**src/asb_pkg.sv**
```systemverilog
// Purpose: Shared constants for the asynchronous serial frame and baud core
// Assumes: Byte-wide register port with a three-bit address
// Notes: Offsets are register indices on the plain port
package asb_pkg;
	// Register offsets
	localparam logic [2:0] ADDR_BAUD_HIGH = 3'h0;
	localparam logic [2:0] ADDR_BAUD_LOW = 3'h1;
	localparam logic [2:0] ADDR_CONTROL = 3'h2;
	localparam logic [2:0] ADDR_STATUS_ONE = 3'h4;
	localparam logic [2:0] ADDR_LINE_STATUS_TWO = 3'h5;
	localparam logic [2:0] ADDR_DATA_HIGH = 3'h6;
	localparam logic [2:0] ADDR_DATA_LOW = 3'h7;
	// Control register fields
	localparam int CTL_NINE_BIT = 0;
	localparam int CTL_PARITY_EN = 1;
	localparam int CTL_PARITY_ODD = 2;
	localparam int CTL_TX_ENABLE = 3;
	localparam int CTL_RX_ENABLE = 4;
	localparam int CTL_SEND_BREAK = 5;
	localparam int CTL_SINGLE_WIRE = 6;
	// Status one fields
	localparam int ST_TX_EMPTY = 7;
	localparam int ST_TX_COMPLETE = 6;
	localparam int ST_RX_FULL = 5;
	localparam int ST_IDLE = 4;
	localparam int ST_OVERRUN = 3;
	localparam int ST_FRAMING = 1;
	localparam int ST_PARITY = 0;
	// Line status two fields
	localparam int LS2_LONG_BREAK = 2;
	localparam int LS2_PIN_DIR = 1;
	localparam int LS2_RX_ACTIVE = 0;
	// High data register fields
	localparam int DH_RX_NINTH = 7;
	localparam int DH_TX_NINTH = 6;
	// Reset values
	localparam logic [7:0] CONTROL_RESET = 8'h00;
	localparam logic [12:0] BAUD_RESET = 13'h0000;
	// Frame timing
	localparam logic [3:0] FRAME_BITS_EIGHT = 4'ha;
	localparam logic [3:0] FRAME_BITS_NINE = 4'hb;
	localparam logic [3:0] LONG_BREAK_EXTRA = 4'h3;
	localparam logic [3:0] LAST_SAMPLE_SLOT = 4'hf;
	localparam logic [3:0] FIRST_SAMPLE_SLOT = 4'h1;
	localparam logic [3:0] MID_SAMPLE_SLOT = 4'h8;
	localparam int CLOCK_PERIOD_NS = 40;
endpackage

```
**src/asb_baud_if.sv**
```systemverilog
// Purpose: Carries divisor and baud ticks between the core and its generator
// Assumes: Single clock domain
// Notes: Ticks are one-cycle enables
`timescale 1ns/10ps
interface asb_baud_if #(parameter int DIV_WIDTH = 13);
	logic [DIV_WIDTH-1:0] divisor;
	logic sampleTick;
	logic bitTick;
	modport gen (input divisor, output sampleTick, output bitTick);
	modport user (output divisor, input sampleTick, input bitTick);
endinterface

```
**src/asb_baud_gen.sv**
```systemverilog
// Purpose: Modulus divider producing the 16x sample tick and the bit tick
// Assumes: Divisor of zero holds the generator stopped
// Notes: Ticks are registered enables on core_clk
`timescale 1ns/10ps
module asb_baud_gen #(parameter int DIV_WIDTH = 13) (
	// Clock and reset
	input wire logic core_clk,
	input wire logic reset,
	// Divisor and ticks
	asb_baud_if.gen baud
);
	logic [DIV_WIDTH-1:0] modCount_reg;
	logic [3:0] slotCount_reg;

	always_ff @(posedge core_clk) begin
		if (reset || baud.divisor == '0) begin
			modCount_reg <= '0;
			baud.sampleTick <= 1'b0;
		end else if (modCount_reg >= baud.divisor - 1'b1) begin
			modCount_reg <= '0;
			baud.sampleTick <= 1'b1;
		end else begin
			modCount_reg <= modCount_reg + 1'b1;
			baud.sampleTick <= 1'b0;
		end
	end

	always_ff @(posedge core_clk) begin
		if (reset || baud.divisor == '0) begin
			slotCount_reg <= 4'h0;
			baud.bitTick <= 1'b0;
		end else if (baud.sampleTick) begin
			slotCount_reg <= slotCount_reg + 4'h1;
			baud.bitTick <= (slotCount_reg == asb_pkg::LAST_SAMPLE_SLOT);
		end else begin
			baud.bitTick <= 1'b0;
		end
	end
endmodule

```
**src/asb_serial_core.sv**
```systemverilog
// Purpose: Register file, transmitter, receiver and baud divisor of a serial port
// Assumes: Plain register port, read data valid one cycle after the strobe
// Notes: Receiver samples once per bit at the middle slot
//
// Implementation choice: the plain strobed port.
`timescale 1ns/10ps
// Overview of operation
// - Line status two writes change only long break and pin direction bits
// - Break is 10 or 11 bits, or 13 or 14 when long break set
// - Framing error check does not depend on long break select
// - Single-wire mode: transmit pin input when direction 0, output when 1
// - Receiver active flag set on a 0 in the first sample slot
// - Receiver active flag cleared when an idle character is seen
// - Data reads return received data; writes load the transmit buffer
// - Writing the received ninth bit position changes nothing
// - High data register gives received and takes transmit ninth bit
// - Transmit ninth bit is kept and reused until rewritten
// - Frame is start, eight or nine data bits, stop
// - Last data bit may be parity or an address mark
// - Thirteen-bit modulus counter divides clock by divisor for both sides
// - Baud clock samples receiver 16 times; transmitter uses it over 16
// - Bit rate is clock over sixteen times divisor
// - Baud clock is made synchronously on the bus clock
// - Transmitter and receiver run independently in full duplex
// - Generator stays disabled while divisor is zero
// - Break character is all zeros with no start or stop bit
module asb_serial_core #(parameter int DIV_WIDTH = 13) (
	// Clock and reset
	input wire logic core_clk,
	input wire logic reset,
	// Register port
	input wire logic [2:0] regAddr,
	input wire logic [7:0] regWrData,
	input wire logic regWrite,
	input wire logic regRead,
	output logic [7:0] regRdData,
	// Serial pins
	input wire logic rxPin,
	input wire logic txPinIn,
	output logic txPinOut,
	output logic txPinOeN
);
	typedef enum logic [0:0] {RX_SEARCH = 1'b0, RX_FRAME = 1'b1} asb_rx_state_t;

	asb_baud_if #(.DIV_WIDTH(DIV_WIDTH)) baud ();

	logic [7:0] control_reg;
	logic [DIV_WIDTH-1:0] divisor_reg;
	logic [7:0] baudHighHold_reg;
	logic longBreakSelect_reg;
	logic singleWirePinDirection_reg;
	logic receiverActiveFlag_reg;
	logic transmitNinthBit_reg;
	logic [7:0] txBuffer_reg;
	logic receivedNinthBit_reg;
	logic [7:0] rxData_reg;
	logic txEmpty_reg, txComplete_reg;
	logic rxFull_reg, idle_reg, overrun_reg, framing_reg, parity_reg;
	logic [7:0] statusSeen_reg;
	logic [13:0] txShift_reg;
	logic [3:0] txCount_reg;
	logic preamblePending_reg, breakTail_reg, txEnablePrev_reg;
	asb_rx_state_t rxState_reg;
	logic [3:0] rxSlot_reg, rxBitIdx_reg;
	logic [8:0] rxShift_reg;
	logic [7:0] idleSlots_reg;
	logic idleArmed_reg;
	logic [7:0] regRdData_reg;
	logic txPinOeN_reg;

	logic nineBit, parityEn, parityOdd, txEnable, rxEnable, sendBreak, singleWire;
	logic [3:0] frameBits;
	logic rxLine, txLoad, frameDone, rxStopOk;
	logic wrStatusTwo, wrDataHigh, wrDataLow, rdStatusOne, rdDataLow;
	logic [7:0] rxLowNext;
	logic rxNinthNext, rxParityBad;

	// Builds the outgoing shift pattern, lsb first, padded with ones
	function automatic logic [13:0] txFrame(input logic nine, input logic par,
		input logic odd, input logic hi, input logic [7:0] lo);
		logic [8:0] d;
		d = {hi, lo};
		if (par && nine)
			d[8] = (^d[7:0]) ^ odd;
		else if (par)
			d[7] = (^d[6:0]) ^ odd;
		if (!nine)
			d[8] = 1'b1;
		txFrame = {4'hf, d, 1'b0};
	endfunction

	assign nineBit = control_reg[asb_pkg::CTL_NINE_BIT];
	assign parityEn = control_reg[asb_pkg::CTL_PARITY_EN];
	assign parityOdd = control_reg[asb_pkg::CTL_PARITY_ODD];
	assign txEnable = control_reg[asb_pkg::CTL_TX_ENABLE];
	assign rxEnable = control_reg[asb_pkg::CTL_RX_ENABLE];
	assign sendBreak = control_reg[asb_pkg::CTL_SEND_BREAK];
	assign singleWire = control_reg[asb_pkg::CTL_SINGLE_WIRE];
	assign frameBits = nineBit ? asb_pkg::FRAME_BITS_NINE : asb_pkg::FRAME_BITS_EIGHT;

	assign wrStatusTwo = regWrite && regAddr == asb_pkg::ADDR_LINE_STATUS_TWO;
	assign wrDataHigh = regWrite && regAddr == asb_pkg::ADDR_DATA_HIGH;
	assign wrDataLow = regWrite && regAddr == asb_pkg::ADDR_DATA_LOW;
	assign rdStatusOne = regRead && regAddr == asb_pkg::ADDR_STATUS_ONE;
	assign rdDataLow = regRead && regAddr == asb_pkg::ADDR_DATA_LOW;

	// Shared generator, clocked by core_clk
	assign baud.divisor = divisor_reg;
	asb_baud_gen #(.DIV_WIDTH(DIV_WIDTH)) baudGen (
		.core_clk(core_clk),
		.reset(reset),
		.baud(baud)
	);

	// Configuration registers
	always_ff @(posedge core_clk) begin
		if (reset) begin
			control_reg <= asb_pkg::CONTROL_RESET;
			divisor_reg <= asb_pkg::BAUD_RESET;
			baudHighHold_reg <= 8'h00;
		end else if (regWrite) begin
			if (regAddr == asb_pkg::ADDR_CONTROL)
				control_reg <= regWrData;
			if (regAddr == asb_pkg::ADDR_BAUD_HIGH)
				baudHighHold_reg <= regWrData;
			// Divisor takes effect only on the low byte write
			if (regAddr == asb_pkg::ADDR_BAUD_LOW)
				divisor_reg <= DIV_WIDTH'({baudHighHold_reg, regWrData});
		end
	end

	always_ff @(posedge core_clk) begin
		if (reset) begin
			longBreakSelect_reg <= 1'b0;
			singleWirePinDirection_reg <= 1'b0;
		end else if (wrStatusTwo) begin
			longBreakSelect_reg <= regWrData[asb_pkg::LS2_LONG_BREAK];
			singleWirePinDirection_reg <= regWrData[asb_pkg::LS2_PIN_DIR];
		end
	end

	// Transmit buffer; the received ninth bit is not writable
	always_ff @(posedge core_clk) begin
		if (reset) begin
			transmitNinthBit_reg <= 1'b0;
			txBuffer_reg <= 8'h00;
		end else begin
			if (wrDataHigh)
				transmitNinthBit_reg <= regWrData[asb_pkg::DH_TX_NINTH];
			if (wrDataLow)
				txBuffer_reg <= regWrData;
		end
	end

	// Transmitter shifter, one bit per bit tick
	assign txLoad = baud.bitTick && txCount_reg <= 4'h1;

	always_ff @(posedge core_clk) begin
		if (reset) begin
			txShift_reg <= '1;
			txCount_reg <= 4'h0;
			breakTail_reg <= 1'b0;
		end else if (txLoad) begin
			if (txEnable && sendBreak) begin
				txShift_reg <= '0;
				txCount_reg <= frameBits + (longBreakSelect_reg ? asb_pkg::LONG_BREAK_EXTRA
					: 4'h0);
				breakTail_reg <= 1'b1;
			end else if (breakTail_reg) begin
				txShift_reg <= '1;
				txCount_reg <= 4'h1;
				breakTail_reg <= 1'b0;
			end else if (preamblePending_reg) begin
				txShift_reg <= '1;
				txCount_reg <= frameBits;
			end else if (txEnable && !txEmpty_reg) begin
				txShift_reg <= txFrame(nineBit, parityEn, parityOdd, transmitNinthBit_reg,
					txBuffer_reg);
				txCount_reg <= frameBits;
			end else begin
				txShift_reg <= '1;
				txCount_reg <= 4'h0;
			end
		end else if (baud.bitTick) begin
			txShift_reg <= {1'b1, txShift_reg[13:1]};
			txCount_reg <= txCount_reg - 4'h1;
		end
	end

	// Preamble queued on each rising transmit enable
	always_ff @(posedge core_clk) begin
		if (reset) begin
			txEnablePrev_reg <= 1'b0;
			preamblePending_reg <= 1'b0;
		end else begin
			txEnablePrev_reg <= txEnable;
			if (txEnable && !txEnablePrev_reg)
				preamblePending_reg <= 1'b1;
			else if (txLoad && !(txEnable && sendBreak) && !breakTail_reg)
				preamblePending_reg <= 1'b0;
		end
	end

	// Transmit status; buffer transfer wins over software clear
	always_ff @(posedge core_clk) begin
		if (reset) begin
			txEmpty_reg <= 1'b1;
			txComplete_reg <= 1'b1;
		end else begin
			if (txLoad && txEnable && !sendBreak && !breakTail_reg && !preamblePending_reg
				&& !txEmpty_reg)
				txEmpty_reg <= 1'b1;
			else if (wrDataLow && statusSeen_reg[asb_pkg::ST_TX_EMPTY])
				txEmpty_reg <= 1'b0;
			if (txLoad && txShift_reg[0] && txEmpty_reg && !preamblePending_reg
				&& !sendBreak && !breakTail_reg)
				txComplete_reg <= 1'b1;
			else if (wrDataLow)
				txComplete_reg <= 1'b0;
		end
	end

	// Pin driver and direction
	always_ff @(posedge core_clk) begin
		if (reset)
			txPinOeN_reg <= 1'b1;
		else
			txPinOeN_reg <= !((txEnable || txCount_reg != 4'h0)
				&& (!singleWire || singleWirePinDirection_reg));
	end
	assign txPinOut = txShift_reg[0];
	assign txPinOeN = txPinOeN_reg;

	// Receiver, independent of the transmitter
	assign rxLine = singleWire ? txPinIn : rxPin;
	assign frameDone = baud.sampleTick && rxState_reg == RX_FRAME
		&& rxSlot_reg == asb_pkg::MID_SAMPLE_SLOT && rxBitIdx_reg == frameBits - 4'h1;
	assign rxStopOk = rxLine;
	assign rxLowNext = nineBit ? rxShift_reg[7:0] : rxShift_reg[8:1];
	assign rxNinthNext = nineBit && rxShift_reg[8];
	assign rxParityBad = parityEn && ((^rxLowNext ^ rxNinthNext) != parityOdd);

	always_ff @(posedge core_clk) begin
		if (reset || !rxEnable) begin
			rxState_reg <= RX_SEARCH;
			rxSlot_reg <= 4'h0;
			rxBitIdx_reg <= 4'h0;
			rxShift_reg <= 9'h000;
		end else if (baud.sampleTick) begin
			unique case (rxState_reg)
				RX_SEARCH: begin
					if (!rxLine && !framing_reg) begin
						rxState_reg <= RX_FRAME;
						rxSlot_reg <= asb_pkg::FIRST_SAMPLE_SLOT;
						rxBitIdx_reg <= 4'h0;
					end
				end
				RX_FRAME: begin
					rxSlot_reg <= rxSlot_reg + 4'h1;
					if (rxSlot_reg == asb_pkg::MID_SAMPLE_SLOT) begin
						rxBitIdx_reg <= rxBitIdx_reg + 4'h1;
						if (rxBitIdx_reg == 4'h0 && rxLine)
							rxState_reg <= RX_SEARCH;
						else if (frameDone)
							rxState_reg <= RX_SEARCH;
						else if (rxBitIdx_reg != 4'h0)
							rxShift_reg <= {rxLine, rxShift_reg[8:1]};
					end
				end
			endcase
		end
	end

	// Idle detection: a full frame of ones in sample slots
	always_ff @(posedge core_clk) begin
		if (reset || !rxEnable || !rxLine || rxState_reg == RX_FRAME)
			idleSlots_reg <= 8'h00;
		else if (baud.sampleTick && idleSlots_reg != {frameBits, 4'h0})
			idleSlots_reg <= idleSlots_reg + 8'h01;
	end

	always_ff @(posedge core_clk) begin
		if (reset)
			receiverActiveFlag_reg <= 1'b0;
		else if (baud.sampleTick && rxEnable && rxState_reg == RX_SEARCH && !rxLine)
			receiverActiveFlag_reg <= 1'b1;
		else if (idleSlots_reg == {frameBits, 4'h0})
			receiverActiveFlag_reg <= 1'b0;
	end

	// Receive data and flags; a new event wins over the clear sequence
	always_ff @(posedge core_clk) begin
		if (reset) begin
			rxData_reg <= 8'h00;
			receivedNinthBit_reg <= 1'b0;
			rxFull_reg <= 1'b0;
			overrun_reg <= 1'b0;
			framing_reg <= 1'b0;
			parity_reg <= 1'b0;
			idle_reg <= 1'b0;
			idleArmed_reg <= 1'b0;
		end else begin
			if (frameDone && !rxFull_reg) begin
				rxData_reg <= rxLowNext;
				receivedNinthBit_reg <= rxNinthNext;
				rxFull_reg <= 1'b1;
				framing_reg <= !rxStopOk;
				parity_reg <= rxParityBad;
				idleArmed_reg <= 1'b1;
			end else if (rdDataLow) begin
				if (statusSeen_reg[asb_pkg::ST_RX_FULL])
					rxFull_reg <= 1'b0;
				if (statusSeen_reg[asb_pkg::ST_FRAMING])
					framing_reg <= 1'b0;
				if (statusSeen_reg[asb_pkg::ST_PARITY])
					parity_reg <= 1'b0;
			end
			if (frameDone && rxFull_reg)
				overrun_reg <= 1'b1;
			else if (rdDataLow && statusSeen_reg[asb_pkg::ST_OVERRUN])
				overrun_reg <= 1'b0;
			if (idleArmed_reg && idleSlots_reg == {frameBits, 4'h0}) begin
				idle_reg <= 1'b1;
				idleArmed_reg <= 1'b0;
			end else if (rdDataLow && statusSeen_reg[asb_pkg::ST_IDLE])
				idle_reg <= 1'b0;
		end
	end

	// Flags seen set by the last status read arm the clear
	always_ff @(posedge core_clk) begin
		if (reset)
			statusSeen_reg <= 8'h00;
		else if (rdStatusOne)
			statusSeen_reg <= {txEmpty_reg, txComplete_reg, rxFull_reg, idle_reg, overrun_reg,
				1'b0, framing_reg, parity_reg};
		else if (rdDataLow || wrDataLow)
			statusSeen_reg <= 8'h00;
	end

	// Read data valid only in the cycle after the strobe
	always_ff @(posedge core_clk) begin
		if (reset || !regRead) begin
			regRdData_reg <= 8'h00;
		end else begin
			unique case (regAddr)
				asb_pkg::ADDR_BAUD_HIGH:
					regRdData_reg <= 8'(divisor_reg >> 8);
				asb_pkg::ADDR_BAUD_LOW:
					regRdData_reg <= divisor_reg[7:0];
				asb_pkg::ADDR_CONTROL:
					regRdData_reg <= control_reg;
				asb_pkg::ADDR_STATUS_ONE:
					regRdData_reg <= {txEmpty_reg, txComplete_reg, rxFull_reg, idle_reg,
						overrun_reg, 1'b0, framing_reg, parity_reg};
				asb_pkg::ADDR_LINE_STATUS_TWO:
					regRdData_reg <= {5'h00, longBreakSelect_reg, singleWirePinDirection_reg,
						receiverActiveFlag_reg};
				asb_pkg::ADDR_DATA_HIGH:
					regRdData_reg <= {receivedNinthBit_reg, 7'h00};
				asb_pkg::ADDR_DATA_LOW:
					regRdData_reg <= rxData_reg;
				default:
					regRdData_reg <= 8'h00;
			endcase
		end
	end
	assign regRdData = regRdData_reg;
endmodule

```
**config.mk**
```make
export PLATFORM = sky130hd
export DESIGN_NAME = asb_serial_core
export DESIGN_NICKNAME = d
export VERILOG_FILES = /design/src/asb_pkg.sv /design/src/asb_baud_if.sv /design/src/asb_baud_gen.sv /design/src/asb_serial_core.sv
export SDC_FILE = /design/constraint.sdc
export NUM_CORES = 1
export LEC_CHECK = 0
export ABC_AREA = 1
export BUFFER_PORTS_ARGS = -buffer_cell sky130_fd_sc_hd__buf_2
export CAP_MARGIN = 10
export CORE_MARGIN = 2
export CORE_UTILIZATION = 50
export DETAILED_ROUTE_END_ITERATION = 8
export PLACE_DENSITY = 0.71
export SYNTH_ARGS = -nofsm -noshare
export SYNTH_HDL_FRONTEND = slang
export SYNTH_HIERARCHICAL = 1
export SYNTH_SLANG_ARGS = --single-unit
```
**constraint.sdc**
```tcl
create_clock -name core_clk -period 2 [get_ports core_clk]
set_input_delay 0 -clock core_clk [delete_from_list [all_inputs] [get_ports core_clk]]
set_output_delay 0 -clock core_clk [all_outputs]
set_load 0.01 [all_outputs]
```
==> impl_summary.log, run 1 <==
INFO  metric run_status = complete, but fails checks
INFO  metric violations = setup timing
INFO  metric yosys_register_bits = 136
INFO  metric h-tree-depth = 4
INFO  metric worst_clock_skew = 6.08 ps
INFO  metric mappedNetlistNets = 1,027
INFO  metric drtAntennaViolNets = 0
INFO  metric synth.top_cells.by_area = dfxtp_1 (39%), nand2_1 (12%), o21ai_0 (6.5%), a21oi_1 (6.4%), inv_1 (5.8%)
INFO  metric timing.max_cap.violations = 0
INFO  metric dr.pass1.iters = 5
INFO  metric worst_setup_end_kind = register
INFO  metric period_needed = 2150 ps
INFO  metric wirelength_met1 = 8.05 mm
INFO  metric finalHoldViolations = 0
INFO  metric dieArea = 15,100 µm²
INFO  metric vias_per_cell = 5.19
INFO  metric cts-root-buf = clkbuf_16
INFO  metric worst_margin_slew = 628 ps
INFO  metric static-leakage-power = 3.41 nW
INFO  metric arrival = 2510 ps
INFO  metric worst_hold_path_type = in -> reg
INFO  metric finalCritPeriodShare = 1.07
INFO  metric setup_ws = -149 ps
INFO  metric gp_routability_congestion = 0.924
INFO  metric antenna_found_initial = 1
INFO  metric grt_pass1_vias = 6,014
INFO  metric final_design_instance_area_without_fill = 8400 µm²
INFO  metric grt_pass1_wl = 28.0 mm
INFO  metric power.density = 779 nW/µm²
INFO  metric worstSetupPathType = reg -> reg
INFO  metric nNetsFinal = 1,096
INFO  metric routed-wl-met2 = 7.40 mm
INFO  metric cts_num_sinks = 136
INFO  metric synth_xor_area_frac = 0.0397
INFO  metric die-width = 123 µm
INFO  metric numCtsBuffers = 17
INFO  metric total_power = 6.54 mW
INFO  metric final-setup-viol-count = 14
INFO  metric hold-worst-slack = 24.8 ps
INFO  metric post_synth_and_or_nand_nor_area_fraction = 0.267
INFO  metric ctsLongestPathBuffers = 2
INFO  metric multiplexer_share_of_the_synthesized_area = 0.00142
INFO  metric final-max-slew-violation-count = 0
INFO  metric cts_tree = done
INFO  metric netlist-cell-type-count = 52
INFO  metric timing.critical_path.from_type = register
INFO  metric synth.cell_area = 7070 µm²
INFO  metric slew_headroom = 0.582
INFO  metric clk_pin_slew_worst_paths = 60 ps
INFO  metric post-synth-top-area-cell = dfxtp_1
INFO  metric portBuffers = 26
INFO  metric floorplan.core_area = 13,800 µm²
INFO  metric drive_above_1_share = 0.160
INFO  metric track_usage = 0.236
INFO  metric worst_skew_pair.late_latency = 420 ps
INFO  metric largest_reg_flops = 14
INFO  metric synth_largest_type_area_fraction = 0.385
INFO  metric post_drt_wl_per_cell = 13.5 µm
INFO  metric synth-compound-area-share = 0.173
INFO  metric drc_viols = 0
INFO  metric placement_rows = 43
INFO  metric dieHeight = 123 µm
INFO  metric path_max_fanout = 7
INFO  metric synth_adder_area_share = 0.0478
INFO  metric vdd_ir_drop_max = 0.599 mV
INFO  metric place.detailed.hpwl = 12.0 mm
INFO  metric area_delta_synth_final = 18.8%
INFO  metric initialDrtViolationCount = 516
INFO  metric finalCoreUtilization = 0.607
INFO  metric grt_remaining_overflow = 0
INFO  metric placed_cell_area = 7570 µm²
INFO  metric met3_routed_wirelength = 855 µm
INFO  metric clock.fmax = 465 MHz
INFO  metric yosys.cell_count.top_type = nand2_1
INFO  metric dr.max_layer_used = met4
INFO  metric maximum_number_of_pins_on_one_net_before_global_route_repair = 60
INFO  metric rsz0062_at_grt = yes
INFO  metric largest_family_of_logic_cells_by_synthesized_area = simple AND/OR/NAND/NOR gates
INFO  metric drt_wl_total = 16.8 mm
INFO  metric top_cells_by_count_synth = nand2_1 (235), dfxtp_1 (136), inv_1 (110)
INFO  metric syn-mean-instance-area = 7.19 µm²
INFO  metric syn_inst = 983
INFO  metric synth_async_sr_flop_share = 0
INFO  metric route.vias.total = 6,464
INFO  metric io_pins = 27
INFO  metric yosys_warnings = 6
INFO  metric dominantRegCellSynth = dfxtp_1
INFO  metric floorplan.initialDensity = 0.511
INFO  metric synth_edf_count = 0
INFO  metric synth_sequential_area_ratio = 0.385
INFO  metric timing.critical_path.required = 2360 ps
==> cell usage in the layout, fill, tap and decap left out, types with 12 or more instances in the layout <==
master     count
a21oi_1       88
buf_4         37
dfxtp_1      132
nor2_1        73
nand2_1      233
o21ai_0       92
xor2_1        23
nand3_1       44
buf_2         26
nor2_4        12
clkbuf_16     17
ha_1          25
inv_1        108
nor2_2        17
==> critical path, stage by stage (launching register included) <==
cell     delay (ps)
dfxtp_1         350
nor2_2          140
nand2_1         100
nor2_4          140
nand2_1          80
xor2_1          140
ha_1            310
nand2_2          90
inv_2            40
a21oi_2         130
nand2_2          80
nor2_4          190
nand3_4         160
nor2_1          130
==> through the flow <==
step	setup WS (ps)	std cells	setup TNS, ps
2_1_floorplan	-32.1	983	-317
5_1_grt	-311	1245	-3980
3_3_place_gp	-118	1198	-1470
3_5_place_dp	-191	1198	-2360
6_report	-149	1246	-1880
4_1_cts	-139	1243	-1600
==> repair_timing <==
action / CTS / global route
buffers inserted: 2 / 2
hold buffers: 10 / 0
pin swaps: 3 / 13
endpoints found under the setup margin: 14 / 14
hold endpoints to repair: 32 / 0
cloned: 1 / 0
resized for setup: 6 / 15
==> routing by layer <==
layer  track usage  up-vias
met1         0.310     2926
met4         0.101        0
met3        0.0562       39
met2         0.370      135
li1              -     3364
met5             0        -
==> where the power goes <==
part	leakage, nW	total (mW)	switching [mW]	internal [mW]
sequential	1.10	2.78	0.0312	2.75
clock	0.295	3.20	1.24	1.97
combinational	2.01	0.560	0.336	0.224
total	3.41	6.54	1.60	4.94
==> logic make-up (layout without fill, tap and decap cells) <==
logic type,after synthesis,count (layout)
AO/OA/AOI/OAI,222,222
flip-flops,136,136
other,0,1
multiplexers,1,1
AND/OR/NAND/NOR,420,421
XOR/XNOR,32,32
buffers and inverters,145,226
adder cells (fa/ha/maj),27,27
==> worst paths after layout <==
kind	startpoint	to	slack (ps)	cells past startpoint
max reg2reg	baud.divisor[6]	baudGen/modCount_reg[7]	-150	13
min reg2reg	rxData_reg[3]	rxData_reg[3]	450	2
min	regAddr[0]	transmitNinthBit_reg	20	4
max	baud.divisor[6]	baudGen/modCount_reg[7]	-150	13
==> layout make-up <==
cell class | count | area [µm²]
Antenna cell | 1 | 2.50
Clock buffer | 18 | 429
Clock inverter | 14 | 174
Fill cell | 1266 | 5430
Inverter | 120 | 460
Multi-Input combinational cell | 703 | 3850
Sequential cell | 136 | 2730
Tap cell | 180 | 225
Timing Repair Buffer | 74 | 528
Note: power is estimated with default switching activity, not from simulation.
==> run 2: changes to the inputs <==
REMOVE_ABC_BUFFERS = 1   (was not set)
==> impl_summary.log, run 2 (synthesized netlist as in run 1, its figures left out) <==
INFO  metric run_status = complete, but fails checks (unchanged)
INFO  metric violations = setup timing (unchanged)
INFO  metric arrival = 2530 ps (was 2510 ps)
INFO  metric initialDrtViolationCount = 429 (was 516)
INFO  metric dr.pass1.iters = 7 (was 5)
INFO  metric maximum_number_of_pins_on_one_net_before_global_route_repair = 60 (unchanged)
INFO  metric antenna-diode-count = 0 (was 1)
INFO  metric clock.fmax = 460 MHz (was 465 MHz)
INFO  metric timing.max_cap.violations = 0 (unchanged)
INFO  metric numCtsBuffers = 17 (unchanged)
INFO  metric hold-worst-slack = 37.1 ps (was 24.8 ps)
INFO  metric cts_num_sinks = 136 (unchanged)
INFO  metric timing.critical_path.required = 2350 ps (was 2360 ps)
INFO  metric period_needed = 2180 ps (was 2150 ps)
INFO  metric min_delay_path_depth = 5 (was 4)
INFO  metric drt_wl_total = 17.4 mm (was 16.8 mm)
INFO  metric worst_skew_pair.late_latency = 420 ps (about the same)
INFO  metric final-max-slew-violation-count = 0 (unchanged)
INFO  metric h-tree-depth = 4 (unchanged)
INFO  metric worst_setup_end_kind = register (unchanged)
INFO  metric area_delta_synth_final = 19.5% (was 18.8%)
INFO  metric gp_routability_congestion = 0.897 (was 0.924)
INFO  metric fillCellCount = 1,214 (was 1,266)
INFO  metric track_usage = 0.242 (was 0.236)
INFO  metric final_cell_mix = nand2_1 (233), dfxtp_1 (130), inv_1 (108), o21ai_0 (92), a21oi_1 (88) (was nand2_1 (233), dfxtp_1 (132), inv_1 (108), o21ai_0 (92), a21oi_1 (88))
INFO  metric setup_ws = -175 ps (was -149 ps)
INFO  metric finalHoldViolations = 0 (unchanged)
INFO  metric io_pins = 27 (unchanged)
INFO  metric placement_rows = 43 (unchanged)
INFO  metric finalCritPeriodShare = 1.09 (was 1.07)
INFO  metric place.detailed.hpwl = 12.1 mm (was 12.0 mm)
INFO  metric worst_margin_slew = 539 ps (was 628 ps)
INFO  metric path_max_fanout = 7 (unchanged)
INFO  metric final.setup.tns = -2110 ps (was -1880 ps)
INFO  metric antenna_found_initial = 1 (unchanged)
INFO  metric grt_remaining_overflow = 0 (unchanged)
INFO  metric cts-root-buf = clkbuf_16 (unchanged)
INFO  metric power.density = 767 nW/µm² (was 779 nW/µm²)
INFO  metric dieHeight = 123 µm (unchanged)
INFO  metric cts_tree = done (unchanged)
INFO  metric final-setup-viol-count = 14 (unchanged)
INFO  metric portBuffers = 26 (unchanged)
INFO  metric static-leakage-power = 3.42 nW (was 3.41 nW)
INFO  metric grt_pass1_wl = 28.4 mm (was 28.0 mm)
INFO  metric slew_headroom = 0.641 (was 0.582)
INFO  metric route.vias.total = 6,521 (was 6,464)
INFO  metric rsz0062_at_grt = yes (unchanged)
INFO  metric grt_pass1_vias = 6,017 (was 6,014)
INFO  metric timing.critical_path.from_type = register (unchanged)
INFO  metric worst_clock_skew = 9.65 ps (was 6.08 ps)
INFO  metric floorplan.initialDensity = 0.511 (unchanged)
INFO  metric dieArea = 15,100 µm² (unchanged)
INFO  metric nNetsFinal = 1,098 (was 1,096)
INFO  metric vdd_ir_drop_max = 0.571 mV (was 0.599 mV)
INFO  metric floorplan.core_area = 13,800 µm² (unchanged)
INFO  metric largest_reg_flops = 14 (unchanged)
INFO  metric final_design_instance_area_without_fill = 8440 µm² (was 8400 µm²)
INFO  metric clk_pin_slew_worst_paths = 60 ps (about the same)
INFO  metric post_drt_wl_per_cell = 13.9 µm (was 13.5 µm)
INFO  metric worst_hold_path_type = in -> reg (unchanged)
INFO  metric vias_per_cell = 5.23 (was 5.19)
INFO  metric placed_cell_area = 7520 µm² (was 7570 µm²)
INFO  metric ctsLongestPathBuffers = 2 (unchanged)
INFO  metric drtAntennaViolNets = 0 (unchanged)
INFO  metric die-width = 123 µm (unchanged)
INFO  metric drc_viols = 0 (unchanged)
INFO  metric worst_r2r_path_depth = 14 (was 13)
INFO  metric leading_cell_type_in_the_layout_fill_and_taps_excluded = nand2_1 (unchanged)
INFO  metric drive_above_1_share = 0.165 (was 0.160)
INFO  metric worstSetupPathType = reg -> reg (unchanged)
## run 2: changes by cell type in the layout (fill, tap and decap cells not counted), moves of 2 or more
cell           before  now
dfxtp_1           132  130
clkinv_4            5    3
clkinvlp_4          1    3
nor2_2             17   14
nor2_4             12   16
dlygate4sd3_1      10   12
## run 2: area by class of cell
class                           instances  area [µm²]  area share
Multi-Input combinational cell        703        3890       0.461
Sequential cell                       136        2740       0.324
Timing Repair Buffer                   76         539      0.0639
Inverter                              120         460      0.0545
Clock buffer                           19         443      0.0525
Tap cell                              180         225      0.0267
Clock inverter                         13         145      0.0172
## run 2: metal layers
layer | GRT usage | vias up | wire length, µm | share of wire
met4 | 0.103 | 2 | 537 | 0.031
met5 | 0 | - | 7 | 0.00040
met1 | 0.306 | 2954 | 7930 | 0.46
li1 | - | 3364 | - | -
met2 | 0.387 | 155 | 7920 | 0.46
met3 | 0.0664 | 46 | 968 | 0.056
## run 2: what timing repair did
action / in CTS / in global routing
hold buffers: 12 / 0
resized for setup: 22 / 20
gates cloned: 1 / 0
setup buffers: 4 / 1
setup endpoints to repair: 14 / 21
hold endpoints to repair: 45 / 0
pin swaps: 18 / 12
## run 2: power by group
part	switching, mW	internal (mW)	total (mW)
clock network	1.24	1.88	3.12
registers	0.0344	2.74	2.78
logic	0.350	0.230	0.580
## run 2: final timing paths
| kind | slack, ps | endpoint | start |
|---|---|---|---|
| max | -180 | baudGen/modCount_reg[10] | baud.divisor[0] |
| min | 40 | transmitNinthBit_reg | regAddr[1] |
| max reg2reg | -180 | baudGen/modCount_reg[10] | baud.divisor[0] |
| min reg2reg | 460 | transmitNinthBit_reg | transmitNinthBit_reg |
## run 2: critical path, stage by stage (launching register included)
cell and delay, ps:
dfxtp_2 340, inv_4 80, ha_4 160, nand2_4 60, nor2_4 100, buf_4 110, xor2_1 150, ha_1 270
nand2_1 110, inv_1 60, nand2_1 110, a21boi_4 80, nor2_4 190, nand3_4 180, nor2_4 120
## run 2: stage by stage
step                setup slack [ps]  std cells   util  total power, mW
floorplan                       -128        958      -             3.15
global placement                -189       1197  0.544             3.32
detailed placement              -285       1197  0.544             3.33
CTS                             -163       1246  0.604             6.48
global route                    -307       1247  0.611             6.72
finish                          -175       1247  0.611             6.48
